--- src/inc/timer_evt_pkg.sv ---
// Package: offsets, field layout and reset values of the timer event block
package timer_evt_pkg;
   // Register byte offsets
   localparam logic [7:0] OFS_CTL    = 8'h00;
   localparam logic [7:0] OFS_CTL1   = 8'h04;
   localparam logic [7:0] OFS_INTEN  = 8'h0C;
   localparam logic [7:0] OFS_FLAG   = 8'h10;
   localparam logic [7:0] OFS_SWEV   = 8'h14;
   localparam logic [7:0] OFS_CHCTL0 = 8'h18;
   localparam logic [7:0] OFS_CHCTL1 = 8'h1C;
   localparam logic [7:0] OFS_CHEN   = 8'h20;
   localparam logic [7:0] OFS_CNT    = 8'h24;
   localparam logic [7:0] OFS_PSC    = 8'h28;
   localparam logic [7:0] OFS_CAR    = 8'h2C;
   localparam logic [7:0] OFS_CV0    = 8'h34;
   localparam logic [7:0] CV_STEP    = 8'h04;
   localparam logic [7:0] OFS_BRK    = 8'h44;

   // Event positions, shared by request, flag and enable registers
   localparam int EV_UP   = 0;
   localparam int EV_CH0  = 1;
   localparam int EV_CMT  = 5;
   localparam int EV_TRG  = 6;
   localparam int EV_BRK  = 7;
   localparam int EV_N    = 8;
   localparam int OF_LSB  = 9;
   localparam int FLAG_W  = 13;
   localparam int NCH     = 4;
   localparam int DMA_LSB = 8;
   localparam logic [12:0] FLAG_MASK = 13'h1EFF;

   // Control fields
   localparam int CTL_CEN     = 0;
   localparam int CTL_DIR     = 4;
   localparam int CTL_CAM     = 5;
   localparam int CTL1_SHADOW = 0;
   localparam int BRK_OUT_EN  = 0;

   // Channel control layout: two channels per register
   localparam int CH_STRIDE = 8;
   localparam int CH_MS     = 0;
   localparam int CH_CMP    = 4;
   localparam logic [1:0] MS_OUT = 2'h0;

   // Widths and reset values
   localparam int CNT_W = 16;
   localparam logic [7:0]  RST_CTL  = 8'h00;
   localparam logic [15:0] RST_REG  = 16'h0000;
   localparam logic [15:0] RST_CAR  = 16'hFFFF;
   localparam logic [12:0] RST_FLAG = 13'h0000;

   // Bus slave states
   typedef enum logic [0:0] {
      BUS_ADDR = 1'h0,
      BUS_RDAT = 1'h1
   } bus_state_t;
endpackage

--- src/verilog/timer_count_core.sv ---
// Counter with prescaler, reinitialised by the software update request
`timescale 1ns/100ps
module timer_count_core
   import timer_evt_pkg::*;
(
   input  wire logic             hclk,        // Kernel clock
   input  wire logic             hresetn,     // Async reset, active low
   input  wire logic             count_en,    // Counter running
   input  wire logic             count_down,  // Direction in edge mode
   input  wire logic [1:0]       center_mode, // Nonzero selects center-aligned
   input  wire logic [CNT_W-1:0] psc,         // Prescaler divide value minus one
   input  wire logic [CNT_W-1:0] car,         // Auto-reload value
   input  wire logic             reload,      // Update request pulse
   output logic      [CNT_W-1:0] count,       // Counter value
   output logic                  wrap         // Overflow pulse
);
   logic [CNT_W-1:0] pcnt;
   logic             cdown;
   logic             tick;

   assign tick = count_en && (pcnt == psc);

   // Prescaler; restarts with the counter so the first period is whole
   always_ff @(posedge hclk or negedge hresetn) begin
      if (!hresetn) begin
         pcnt <= '0;
      end else if (reload) begin
         pcnt <= '0;
      end else if (tick) begin
         pcnt <= '0;
      end else if (count_en) begin
         pcnt <= pcnt + 1'h1;
      end
   end

   // Main counter; reload beats any tick in the same cycle
   always_ff @(posedge hclk or negedge hresetn) begin
      if (!hresetn) begin
         count <= '0;
         cdown <= 1'h0;
         wrap  <= 1'h0;
      end else begin
         wrap <= 1'h0;
         if (reload) begin
            count <= (center_mode == 2'h0 && count_down) ? car : '0;
            cdown <= 1'h0;
         end else if (tick) begin
            if (center_mode != 2'h0) begin
               if (!cdown && count == car) begin
                  cdown <= 1'h1;
                  count <= count - 1'h1;
                  wrap  <= 1'h1;
               end else if (cdown && count == '0) begin
                  cdown <= 1'h0;
                  count <= count + 1'h1;
                  wrap  <= 1'h1;
               end else begin
                  count <= cdown ? count - 1'h1 : count + 1'h1;
               end
            end else if (count_down) begin
               count <= (count == '0) ? car : count - 1'h1;
               wrap  <= (count == '0);
            end else begin
               count <= (count == car) ? '0 : count + 1'h1;
               wrap  <= (count == car);
            end
         end
      end
   end
endmodule

--- src/verilog/timer_software_event_generation.sv ---
// Timer software event generation with its AHB-Lite register slave
// Functional notes
// - A break request clears the primary output enable, sets the break flag and may interrupt.
// - A trigger request sets the trigger flag and may raise an interrupt or DMA request.
// - A commutation request loads the channel enables and compare controls per shadow select.
// - A channel 0 request sets the channel 0 flag and may raise an interrupt or DMA request.
// - A channel request in input mode captures the counter, and sets over-capture if flagged.
// - Channels 1 to 3 have the same request at bits 2 to 4.
// - An update request clears the counter, or loads the auto-reload value when counting down in edge mode.
// - An update request also clears the prescaler counter in the same cycle.
// - Request bits are set only by a write and cleared by hardware once the event is made.
// - Mode select 00 is output, other codes input; it changes only while the channel is off.
`timescale 1ns/100ps
module timer_software_event_generation
   import timer_evt_pkg::*;
(
   input  wire logic               hclk,                // Kernel clock, 25 MHz
   input  wire logic               hresetn,             // Async reset, active low
   input  wire logic               hsel,                // Slave select
   input  wire logic [31:0]        haddr,               // Byte address
   input  wire logic [1:0]         htrans,              // Transfer type
   input  wire logic               hwrite,              // Write when high
   input  wire logic [2:0]         hsize,               // Word transfers only
   input  wire logic [31:0]        hwdata,              // Write data
   input  wire logic               hready,              // Bus ready
   output logic      [31:0]        hrdata,              // Read data
   output logic                    hreadyout,           // Slave ready
   output logic                    hresp,               // Always OKAY
   output logic                    irq,                 // Level interrupt
   output logic                    dma_req,             // Level DMA request
   output logic                    primary_output_enable,          // Main output gate
   output logic      [NCH-1:0]     channel_output_enable,          // Active enables
   output logic      [NCH-1:0]     channel_complement_enable,      // Active comp. enables
   output logic      [3*NCH-1:0]   channel_compare_output_control  // Active modes
);
   bus_state_t       bstate;
   logic             wr_pend;
   logic [7:0]       ph_addr;
   logic             acc;
   logic [7:0]       ctl;
   logic             shadow_sel;
   logic [15:0]      inten;
   logic [FLAG_W-1:0] flag;
   logic [FLAG_W-1:0] flag_set;
   logic [FLAG_W-1:0] flag_clr;
   logic [FLAG_W-1:0] next_flag;
   logic [EV_N-1:0]  swev;
   logic             swev_wr;
   logic [15:0]      chctl0;
   logic [15:0]      chctl1;
   logic [2*NCH-1:0] chen;
   logic [CNT_W-1:0] psc;
   logic [CNT_W-1:0] car;
   logic [CNT_W-1:0] cv [NCH];
   logic [CNT_W-1:0] count;
   logic             wrap;
   logic [NCH-1:0]   in_mode;
   logic [3*NCH-1:0] comctl_sh;
   logic [31:0]      rd_mux;

   // Word address match; upper address bits alias onto the block
   function automatic logic hit(input logic [7:0] a, input logic [7:0] ofs);
      return a[7:2] == ofs[7:2];
   endfunction

   // Field of channel i within the two channel control registers
   function automatic logic [2:0] ch_field(input logic [15:0] c0, input logic [15:0] c1,
                                           input int i, input int lsb);
      logic [15:0] sel;
      sel = (i < 2) ? c0 : c1;
      return sel[CH_STRIDE*(i%2)+lsb +: 3];
   endfunction

   assign acc = hsel && htrans[1] && hready;
   assign swev_wr = wr_pend && hit(ph_addr, OFS_SWEV);

   // Address phase capture
   always_ff @(posedge hclk or negedge hresetn) begin
      if (!hresetn) begin
         wr_pend <= 1'h0;
         ph_addr <= 8'h00;
      end else begin
         wr_pend <= acc && hwrite;
         if (acc) begin
            ph_addr <= haddr[7:0];
         end
      end
   end

   // Reads take one wait state so a write just before is already visible
   always_ff @(posedge hclk or negedge hresetn) begin
      if (!hresetn) begin
         bstate    <= BUS_ADDR;
         hreadyout <= 1'h1;
         hrdata    <= 32'h0000_0000;
         hresp     <= 1'h0;
      end else begin
         hresp <= 1'h0;
         unique case (bstate)
            BUS_ADDR: begin
               if (acc && !hwrite) begin
                  bstate    <= BUS_RDAT;
                  hreadyout <= 1'h0;
               end
            end
            BUS_RDAT: begin
               hrdata    <= rd_mux;
               hreadyout <= 1'h1;
               bstate    <= BUS_ADDR;
            end
         endcase
      end
   end

   // Read decode; unmapped words and the request register read zero
   always_comb begin
      rd_mux = 32'h0000_0000;
      case (ph_addr[7:2])
         OFS_CTL[7:2]:    rd_mux[7:0] = ctl;
         OFS_CTL1[7:2]:   rd_mux[CTL1_SHADOW] = shadow_sel;
         OFS_INTEN[7:2]:  rd_mux[15:0] = inten;
         OFS_FLAG[7:2]:   rd_mux[FLAG_W-1:0] = flag;
         OFS_CHCTL0[7:2]: rd_mux[15:0] = chctl0;
         OFS_CHCTL1[7:2]: rd_mux[15:0] = chctl1;
         OFS_CHEN[7:2]:   rd_mux[2*NCH-1:0] = chen;
         OFS_CNT[7:2]:    rd_mux[CNT_W-1:0] = count;
         OFS_PSC[7:2]:    rd_mux[CNT_W-1:0] = psc;
         OFS_CAR[7:2]:    rd_mux[CNT_W-1:0] = car;
         OFS_BRK[7:2]:    rd_mux[BRK_OUT_EN] = primary_output_enable;
         default:         rd_mux = 32'h0000_0000;
      endcase
      for (int i = 0; i < NCH; i++) begin
         if (hit(ph_addr, OFS_CV0 + 8'(CV_STEP * i))) begin
            rd_mux = {16'h0000, cv[i]};
         end
      end
   end

   // Plain control registers
   always_ff @(posedge hclk or negedge hresetn) begin
      if (!hresetn) begin
         ctl   <= RST_CTL;
         shadow_sel <= 1'h0;
         inten <= RST_REG;
         chen  <= RST_CTL;
         psc   <= RST_REG;
         car   <= RST_CAR;
      end else if (wr_pend) begin
         if (hit(ph_addr, OFS_CTL))   ctl   <= hwdata[7:0];
         if (hit(ph_addr, OFS_CTL1))  shadow_sel <= hwdata[CTL1_SHADOW];
         if (hit(ph_addr, OFS_INTEN)) inten <= hwdata[15:0];
         if (hit(ph_addr, OFS_CHEN))  chen  <= hwdata[2*NCH-1:0];
         if (hit(ph_addr, OFS_PSC))   psc   <= hwdata[CNT_W-1:0];
         if (hit(ph_addr, OFS_CAR))   car   <= hwdata[CNT_W-1:0];
      end
   end

   // Channel control; a running channel keeps its mode select
   always_ff @(posedge hclk or negedge hresetn) begin
      if (!hresetn) begin
         chctl0 <= RST_REG;
         chctl1 <= RST_REG;
      end else if (wr_pend) begin
         if (hit(ph_addr, OFS_CHCTL0)) begin
            chctl0 <= hwdata[15:0];
            if (channel_output_enable[0]) chctl0[1:0] <= chctl0[1:0];
            if (channel_output_enable[1]) chctl0[9:8] <= chctl0[9:8];
         end
         if (hit(ph_addr, OFS_CHCTL1)) begin
            chctl1 <= hwdata[15:0];
            if (channel_output_enable[2]) chctl1[1:0] <= chctl1[1:0];
            if (channel_output_enable[3]) chctl1[9:8] <= chctl1[9:8];
         end
      end
   end

   // Request bits live one cycle: written, acted on, then gone
   always_ff @(posedge hclk or negedge hresetn) begin
      if (!hresetn) begin
         swev <= 8'h00;
      end else if (swev_wr) begin
         swev <= hwdata[EV_N-1:0];
      end else begin
         swev <= 8'h00;
      end
   end

   // Per-channel mode and shadow compare control
   for (genvar i = 0; i < NCH; i++) begin : g_ch
      logic [2:0] mode_sel;
      assign mode_sel = ch_field(chctl0, chctl1, i, CH_MS);
      assign in_mode[i] = mode_sel[1:0] != MS_OUT;
      assign comctl_sh[3*i +: 3] = ch_field(chctl0, chctl1, i, CH_CMP);
      // Over-capture only when the flag is still up from before
      assign flag_set[OF_LSB+i] = swev[EV_CH0+i] && in_mode[i]
                                  && flag[EV_CH0+i];
   end

   // Capture beats a software write to the same value register
   always_ff @(posedge hclk or negedge hresetn) begin
      if (!hresetn) begin
         for (int i = 0; i < NCH; i++) cv[i] <= RST_REG;
      end else begin
         for (int i = 0; i < NCH; i++) begin
            if (swev[EV_CH0+i] && in_mode[i]) begin
               cv[i] <= count;
            end else if (wr_pend && hit(ph_addr, OFS_CV0 + 8'(CV_STEP * i))) begin
               cv[i] <= hwdata[CNT_W-1:0];
            end
         end
      end
   end

   // Flag sources; bit 8 stays zero through the mask
   assign flag_set[EV_N-1:0] = {swev[EV_N-1:1], swev[EV_UP] | wrap};
   assign flag_set[EV_N] = 1'h0;
   assign flag_clr = (wr_pend && hit(ph_addr, OFS_FLAG)) ? hwdata[FLAG_W-1:0] : RST_FLAG;
   // Set wins over a write-one clear in the same cycle
   assign next_flag = ((flag & ~flag_clr) | flag_set) & FLAG_MASK;

   // Flags and the request outputs, which follow the flags without lag
   always_ff @(posedge hclk or negedge hresetn) begin
      if (!hresetn) begin
         flag    <= RST_FLAG;
         irq     <= 1'h0;
         dma_req <= 1'h0;
      end else begin
         flag    <= next_flag;
         irq     <= |(next_flag[EV_N-1:0] & inten[EV_N-1:0])
                    | |(next_flag[FLAG_W-1:OF_LSB] & inten[EV_CH0 +: NCH]);
         dma_req <= |(next_flag[EV_N-1:0] & inten[DMA_LSB +: EV_N]);
      end
   end

   // Break drops the output gate; it beats a software set
   always_ff @(posedge hclk or negedge hresetn) begin
      if (!hresetn) begin
         primary_output_enable <= 1'h0;
      end else if (swev[EV_BRK]) begin
         primary_output_enable <= 1'h0;
      end else if (wr_pend && hit(ph_addr, OFS_BRK)) begin
         primary_output_enable <= hwdata[BRK_OUT_EN];
      end
   end

   // Active channel controls: held until commutation when shadowed
   always_ff @(posedge hclk or negedge hresetn) begin
      if (!hresetn) begin
         channel_output_enable          <= 4'h0;
         channel_complement_enable      <= 4'h0;
         channel_compare_output_control <= 12'h000;
      end else if (!shadow_sel || swev[EV_CMT]) begin
         for (int i = 0; i < NCH; i++) begin
            channel_output_enable[i]     <= chen[2*i];
            channel_complement_enable[i] <= chen[2*i+1];
         end
         channel_compare_output_control <= comctl_sh;
      end
   end

   timer_count_core u_core (
      .hclk        (hclk),
      .hresetn     (hresetn),
      .count_en    (ctl[CTL_CEN]),
      .count_down  (ctl[CTL_DIR]),
      .center_mode (ctl[CTL_CAM +: 2]),
      .psc         (psc),
      .car         (car),
      .reload      (swev[EV_UP]),
      .count       (count),
      .wrap        (wrap)
   );

   // Side effects of requests one edge after they act, plus bus response, idle request and mode lock checks
   for (genvar i = 1; i < NCH; i++) begin : g_chk

   end
endmodule

--- config.mk ---
export PLATFORM = sky130hd
export DESIGN_NAME = timer_software_event_generation
export DESIGN_NICKNAME = d
export VERILOG_FILES = /design/src/inc/timer_evt_pkg.sv /design/src/verilog/timer_count_core.sv /design/src/verilog/timer_software_event_generation.sv
export SDC_FILE = /design/constraint.sdc
export NUM_CORES = 1
export LEC_CHECK = 0
export ABC_AREA = 1
export BUFFER_PORTS_ARGS = -buffer_cell sky130_fd_sc_hd__buf_2
export CAP_MARGIN = 20
export CORE_ASPECT_RATIO = 0.7
export CORE_MARGIN = 2
export CORE_UTILIZATION = 65
export CTS_CLUSTER_SIZE = 16
export DETAILED_ROUTE_END_ITERATION = 10
export PLACE_DENSITY = 0.86
export SLEW_MARGIN = 25
export SYNTH_ARGS = -nofsm -noshare
export SYNTH_HDL_FRONTEND = slang
export SYNTH_SLANG_ARGS = --single-unit
--- constraint.sdc ---
create_clock -name hclk -period 3.3 [get_ports hclk]
set_input_delay 0 -clock hclk [delete_from_list [all_inputs] [get_ports hclk]]
set_output_delay 0 -clock hclk [all_outputs]
set_load 0.03 [all_outputs]
## Yosys cells after proc, flatten, opt, wreduce, memory -nomap -nowiden

Index checks and enable logic that the tools add are counted.

| operators by class | value |
|---|---|
| eq/ne operators | 18 |
| bitwise operators | 13 |
| reductions and logical operators | 60 |
| add/subtract/negate cells | 3 |
| multiplexer cells | 48 |

Operators with widths:

| cell | number |
|---|---|
| 16-bit two-way mux | 22 |
| 32-bit two-way mux | 3 |
| 7-bit one-hot mux with 9 select lines | 1 |
| 6-bit by 4-bit equality test with 1-bit output, second input constant | 7 |
| 5-bit one-hot mux with 7 select lines | 1 |
| 16-bit by 1-bit adder with 16-bit output, second input constant | 2 |
| 16-bit equality test | 2 |
| 6-bit by 3-bit equality test with 1-bit output, second input constant | 4 |
| 2-bit nonzero test | 12 |
| 1-bit logical AND | 23 |
| 3-bit one-hot mux with 6 select lines | 1 |
| 8-bit bitwise AND | 2 |
| 16-bit logical NOT | 1 |
| 2-bit AND reduction | 8 |
| 8-bit OR reduction | 2 |
| 16-bit by 1-bit subtractor with 16-bit output, second input constant | 1 |
| 1-bit two-way mux | 15 |
| 3-bit AND reduction | 5 |
| 13-bit bitwise AND | 1 |
| 13-bit two-way mux | 1 |
| 13-bit inverter | 1 |
| 13-bit bitwise OR | 1 |
| 6-bit by 5-bit equality test with 1-bit output, second input constant | 2 |
| 1-bit one-hot mux with 11 select lines | 1 |
| other kinds (14) | 23 |

| storage, ports and cells | value |
|---|---|
| input bits | 74 |
| register bits after elaboration | 281 |
| output and inout bits | 57 |

## Longest topological paths before layout

| depth | value |
|---|---|
| depth after elaboration | 9 |
| depth in mapped cells | 16 |
| gate-level depth less buffers | 15 |

## Modules after synthesis

Synthesis repeated with hierarchy kept, for this count alone.

| unflattened totals | value |
|---|---|
| cell total of the unflattened synthesis | 2105 |
| area, all modules | 15015.7 um2 |

Modules (own cells, without submodules):

| module | cells an instance | area an instance (um2) | instances |
|---|---|---|---|
| timer_software_event_generation | 1415 | 11160.7 | 1 |
| timer_count_core | 690 | 3854.9 | 1 |

## Worst setup path after synthesis

Ideal clock, no wire load.

| timing path | value |
|---|---|
| path type | register to register |
| start point | register u_core.count[1] |
| end point | register u_core.count[12] |
| buffers on the path | 1 |
| arrival time | 1797 ps |
| stages on the path, launching flop included | 14 |
| required time | 3223 ps |
| slack | 1425 ps |
| cell sequence | dfrtp_1 -> buf_6 -> inv_1 -> ha_1 -> inv_1 -> nor2_1 -> nand4_1 -> nor2_1 -> inv_1 -> o21ai_0 -> nand2_1 -> nand3_1 -> nand3_1 -> a21oi_1 |

| on the way | value |
|---|---|
| longest elaborated chain between the ends | 7 |
| elaborated cells on any way between the ends | 15 |

RTL lines:

| what | RTL line | text |
|---|---|---|
| from (decl) | timer_count_core.sv:14 | `output logic [CNT_W-1:0] count,` |
| from (signal assigned) | timer_count_core.sv:45 | `count <= (center_mode == 2'h0 && count_down) ? car : '0;` |
| from (signal assigned) | timer_count_core.sv:51 | `count <= count - 1'h1;` |
| from (signal assigned) | timer_count_core.sv:55 | `count <= count + 1'h1;` |
| 16-bit by 1-bit adder with 16-bit output, or another cell as far along | timer_count_core.sv:55, timer_count_core.sv:58, timer_count_core.sv:64 |  |
| 16-bit two-way mux / 1-bit logical AND (equally long branches) | timer_count_core.sv:58, timer_count_core.sv:53 |  |
| 16-bit two-way mux | timer_count_core.sv:53 | `end else if (cdown && count == '0) begin` |
| 16-bit two-way mux | timer_count_core.sv:49 | `if (!cdown && count == car) begin` |
| 16-bit two-way mux (*) | timer_count_core.sv:48 | `if (center_mode != 2'h0) begin` |
| 16-bit two-way mux (*) | timer_count_core.sv:47 | `end else if (tick) begin` |
| 16-bit two-way mux (*) | timer_count_core.sv:44 | `if (reload) begin` |

Every way passes the cells marked *; elsewhere a longest branch is shown, timed or not. The select of a mux whose other input is x is not followed.
A chain may end at the register's enable or synchronous reset.

## Worst setup path after layout

| timing path | value |
|---|---|
| start point | register ph_addr[4] |
| end point | register hrdata[13] |

| on the way | value |
|---|---|
| longest elaborated chain between the ends | 6 |
| elaborated cells on any way between the ends | 15 |

RTL lines:

| what | RTL line | text |
|---|---|---|
| from (decl) | timer_software_event_generation.sv:38 | `logic [7:0] ph_addr;` |
| from (signal assigned) | timer_software_event_generation.sv:85 | `ph_addr <= haddr[7:0];` |
| 6-bit by 4-bit equality test with 1-bit output, or another cell as far along | timer_software_event_generation.sv:118 | `case (ph_addr[7:2])` |
| 3-bit one-hot mux with 6 select lines | timer_software_event_generation.sv:118 |  |
| 16-bit two-way mux | timer_software_event_generation.sv:133 | `if (hit(ph_addr, OFS_CV0 + 8'(CV_STEP * i))) begin` |
| 32-bit two-way mux (2 in a row) | timer_software_event_generation.sv:133 |  |
| 32-bit two-way mux (*) | timer_software_event_generation.sv:133 |  |
| to (signal assigned) | timer_software_event_generation.sv:107 | `hrdata <= rd_mux;` |
| to (decl) | timer_software_event_generation.sv:26 | `output logic [31:0] hrdata,` |

Every way passes the cells marked *; elsewhere a longest branch is shown, timed or not.

==> summary.md <==
| Metric | Value |
|---|---|
| PortBufs | 67 |
| Mapped Area | 14700 um^2 |
| Multi-input gate area | 6840 um^2 |
| Post_cts resized | 0 |
| Die area | 23800 um^2 |
| DP HPWL | 34.1 mm |
| Final Cycle Share | 85.7% |
| Switching Share | 29.3% |
| Postcts setup bufs | 0 |
| Num CTS Buffers | 25 |
| Synth Register Bits | 263 |
| Slew HR | 38.0% |
| Most common cell after layout, fill and taps aside | nand2_1 |
| Initial antenna violation count | 0 |
| Synth top area cells | dfrtp_1 42%, nand2_1 15%, o21ai_0 8.6% |
| CP peak stage delay | 0.60 ns |
| Final setup TNS | 0 ns |
| Clock network fraction of total power | 39.7% |
| RePlAce Congestion | 1.01 |
| Clock sink total | 263 |
| First-pass GRT wire length | 77.2 mm |
| Cell area after layout | 16300 um^2 |
| Sequential cell area | 6600 um^2 |
| GRT Util Overall | 42.7% |
| Largest fanout on the critical path | 10 |
| RSZ-0062 raised after global routing | false |
| Diode count | 0 |
| Fillcell total | 1720 |
| Area leader, netlist | dfrtp_1 |
| Setup-failing EPs final | 0 |
| Library cells used by synthesis | 46 |
| Initial Util | 67.0% |
| Max Cap Viol | 0 |
| Post-synth ARST share | 100% |
| R2R setup slack | 0.47 ns |
| Max Slew Vio Count | 0 |
| Core ar. | 21900 um^2 |
| Root Buffer Master | clkbuf_16 |
| Clk buf depth | 3 |
| Die X | 184 um |
| Final #Nets | 2147 |
| Crit. End Element | flip-flop |
| Combinational Power Share | 14.8% |
| # IOs | 131 |
| CTS tree | yes |
| Leak pwr | 8.34 nW |
| Share of the synthesized area in the top cell type | 41.9% |
| Grt met2 use | 64.1% |
| Crit path DAT | 3.25 ns |
| Final antenna-violating net count | 0 |
| First drt pass iteration count | 8 |
| Ys Warns | 0 |
| CP cell instances | nor2_1 -> nand3_1 -> clkinv_1 -> nand2_1 -> o21ai_0 -> nor3_1 -> o211ai_1 -> o21ai_0 -> nand2_1 |
| H-tree levels | 1 |
| Clock slew seen by the registers of the worst setup and hold paths | 0.07 ns |
| Avg Vias per Cell | 6.25 |
| Vias in the first global route | 13800 |
| Peak VDD IR | 0.000442 V |
| Max Freq | 0.354 GHz |
| Sequential share of power | 45.5% |
| Final wirelength | 49.7 mm |
| Post-synth EDFFs | 0 |
| Critical path's slowest cell | nor3_1 |
| Post-layout min period | 2.83 ns |
| Ys flop type | dfrtp_1 |
| Pin count of the biggest net entering global routing | 119 |
| NetSw | 2.36 mW |
| Internal Pwr Total | 5.69 mW |
| Hold buffers post-CTS | 20 |
| Vias post-DR | 14800 |
| Tightest Pin Transition | 0.929 ns |
| Routed WL per cell | 21.0 um |
| Ratio of cells with drive above 1 in the final layout | 9.97% |
| Row Count | 45 |
| Crit path launch type | flip-flop |
| Clk_lat worst skew | 0.55 ns |
| Iter 0 DRT Violations | 2078 |
| Met3 GRT Util | 15.5% |
| GR Layer Usage met1 | 58.2% |
| Post-synthesis sequential area ratio | 45.0% |
| Die Ht | 130 um |
| Most frequent cells in the layout | 586 x nand2_1, 251 x o21ai_0, 246 x dfrtp_1 |
| Setup CP Type | reg2reg |
| Status | complete, no violations |
| Worst Skew | 0.0135 ns |
| Final Hold Fails | 0 |
| Hold Crit Class | in2reg |
| CP required | 3.72 ns |
| Grt peak-use layer | met2 |
| Post-route DRC | 0 |
| Pwr per Cell Area | 494 nW/um^2 |
| P&R area growth vs syn | 10.9% |
| Gate count of the mapped netlist | 2021 |
| Grt total ovfl | 0 |
| Syn avg cell area | 7.27 um^2 |
| Cell Area, Placed | 15200 um^2 |
-- routing by layer --
layer	share of wire (%)	vias to the layer above
met5	0	-
li1	-	6622
met2	42	1048
met3	15	189
met1	39	6949
met4	3.9	0
-- cells in the mapped netlist (2+ instances only) --
master / count
a21oi_1: 92
a21oi_2: 6
a22oi_1: 9
and2_1: 3
buf_1: 4
buf_2: 37
buf_4: 23
buf_6: 3
clkbuf_1: 53
clkinv_1: 6
dfrtp_1: 246
dfstp_2: 17
ha_1: 4
inv_1: 175
inv_2: 8
mux2_2: 6
nand2_1: 587
nand2_2: 2
nand3_1: 79
nand3b_1: 6
nand4_1: 28
nor2_1: 211
nor2_2: 3
nor2_4: 4
nor3_1: 25
nor4_1: 5
o211ai_1: 43
o21ai_0: 251
o21ai_1: 11
o21ai_2: 5
o21bai_1: 3
o22ai_1: 24
or2_2: 2
xnor2_1: 2
xor2_1: 27
-- logic make-up after synthesis --
group / count (synthesis) / share of synthesized area (%)
AOI/OAI and AO/OA: 450 / 16.9
other: 1 / 0.0255
DFF: 263 / 45.0
muxes: 6 / 0.460
adders and majority gates: 4 / 0.341
and+or+nand+nor: 957 / 26.6
buffers and inverters: 311 / 9.05
xor gates and xnor gates: 29 / 1.73
-- worst max-delay path: cells and delay by family, from the launching register on --
kind                   cells  cell delay, ns
and+or+nand+nor            5            1.21
buffers and inverters      1            0.31
DFF                        1            0.45
AOI/OAI and AO/OA          3            0.72
-- flip-flops by register name (all words and copies together) (netlist names), 12 cells and up --
name                            cells
cv                                 64
car                                16
chctl0                             16
chctl1                             16
hrdata                             16
inten                              16
psc                                16
u_core.count                       16
u_core.pcnt                        16
channel_compare_output_control     12
flag                               12
-- power by group through the flow --
| stage | Sequential [mW] | Combinational (mW) | Clock, mW |
|---|---|---|---|
| finish | 3.66 | 1.19 | 3.19 |
| global route | 3.68 | 1.32 | 3.30 |
| CTS | 3.65 | 1.16 | 3.17 |
| detailed placement | 3.71 | 1.13 | 0 |
| global placement | 3.70 | 1.11 | 0 |
| floorplan | 3.74 | 0.692 | 0 |
-- worst paths after layout --
kind | cells past startpoint | endpoint | startpoint
max | 9 | hrdata[13]$_DFFE_PN0P_ | ph_addr[4]$_DFFE_PN0P_
min | 3 | swev[7]$_DFF_PN0_ | hwdata[7]
max reg2reg | 9 | hrdata[13]$_DFFE_PN0P_ | ph_addr[4]$_DFFE_PN0P_
min reg2reg | 1 | primary_output_enable$_DFFE_PN0P_ | swev[7]$_DFF_PN0_
max in group asynchronous | 3 | car[3]$_DFFE_PN1P_ | hresetn
min in group asynchronous | 2 | hrdata[8]$_DFFE_PN0P_ | hresetn
-- through the flow --
step                hold slack (ns)  cells  utilization [%]  setup WS [ns]  total power [mW]
floorplan                    -0.296   2037                -           1.43              4.43
global placement              0.160   2304             69.3          0.808              4.81
detailed placement            0.165   2304             69.3          0.760              4.84
CTS                         0.00167   2369             74.3          0.734              7.98
global route                 0.0898   2369             74.3          0.417              8.30
finish                       0.0603   2369             74.3          0.471              8.05
-- cell type report --
type                       count  share of cell area, %
tap                          282                   2.17
sequential                   263                   40.6
clock inverter                13                   1.31
clock buffer                  32                   4.19
inverter                     190                   4.41
multi-input combinational   1463                   42.0
timing repair buffer         126                   5.38
(Power assumes the default switching activity.)
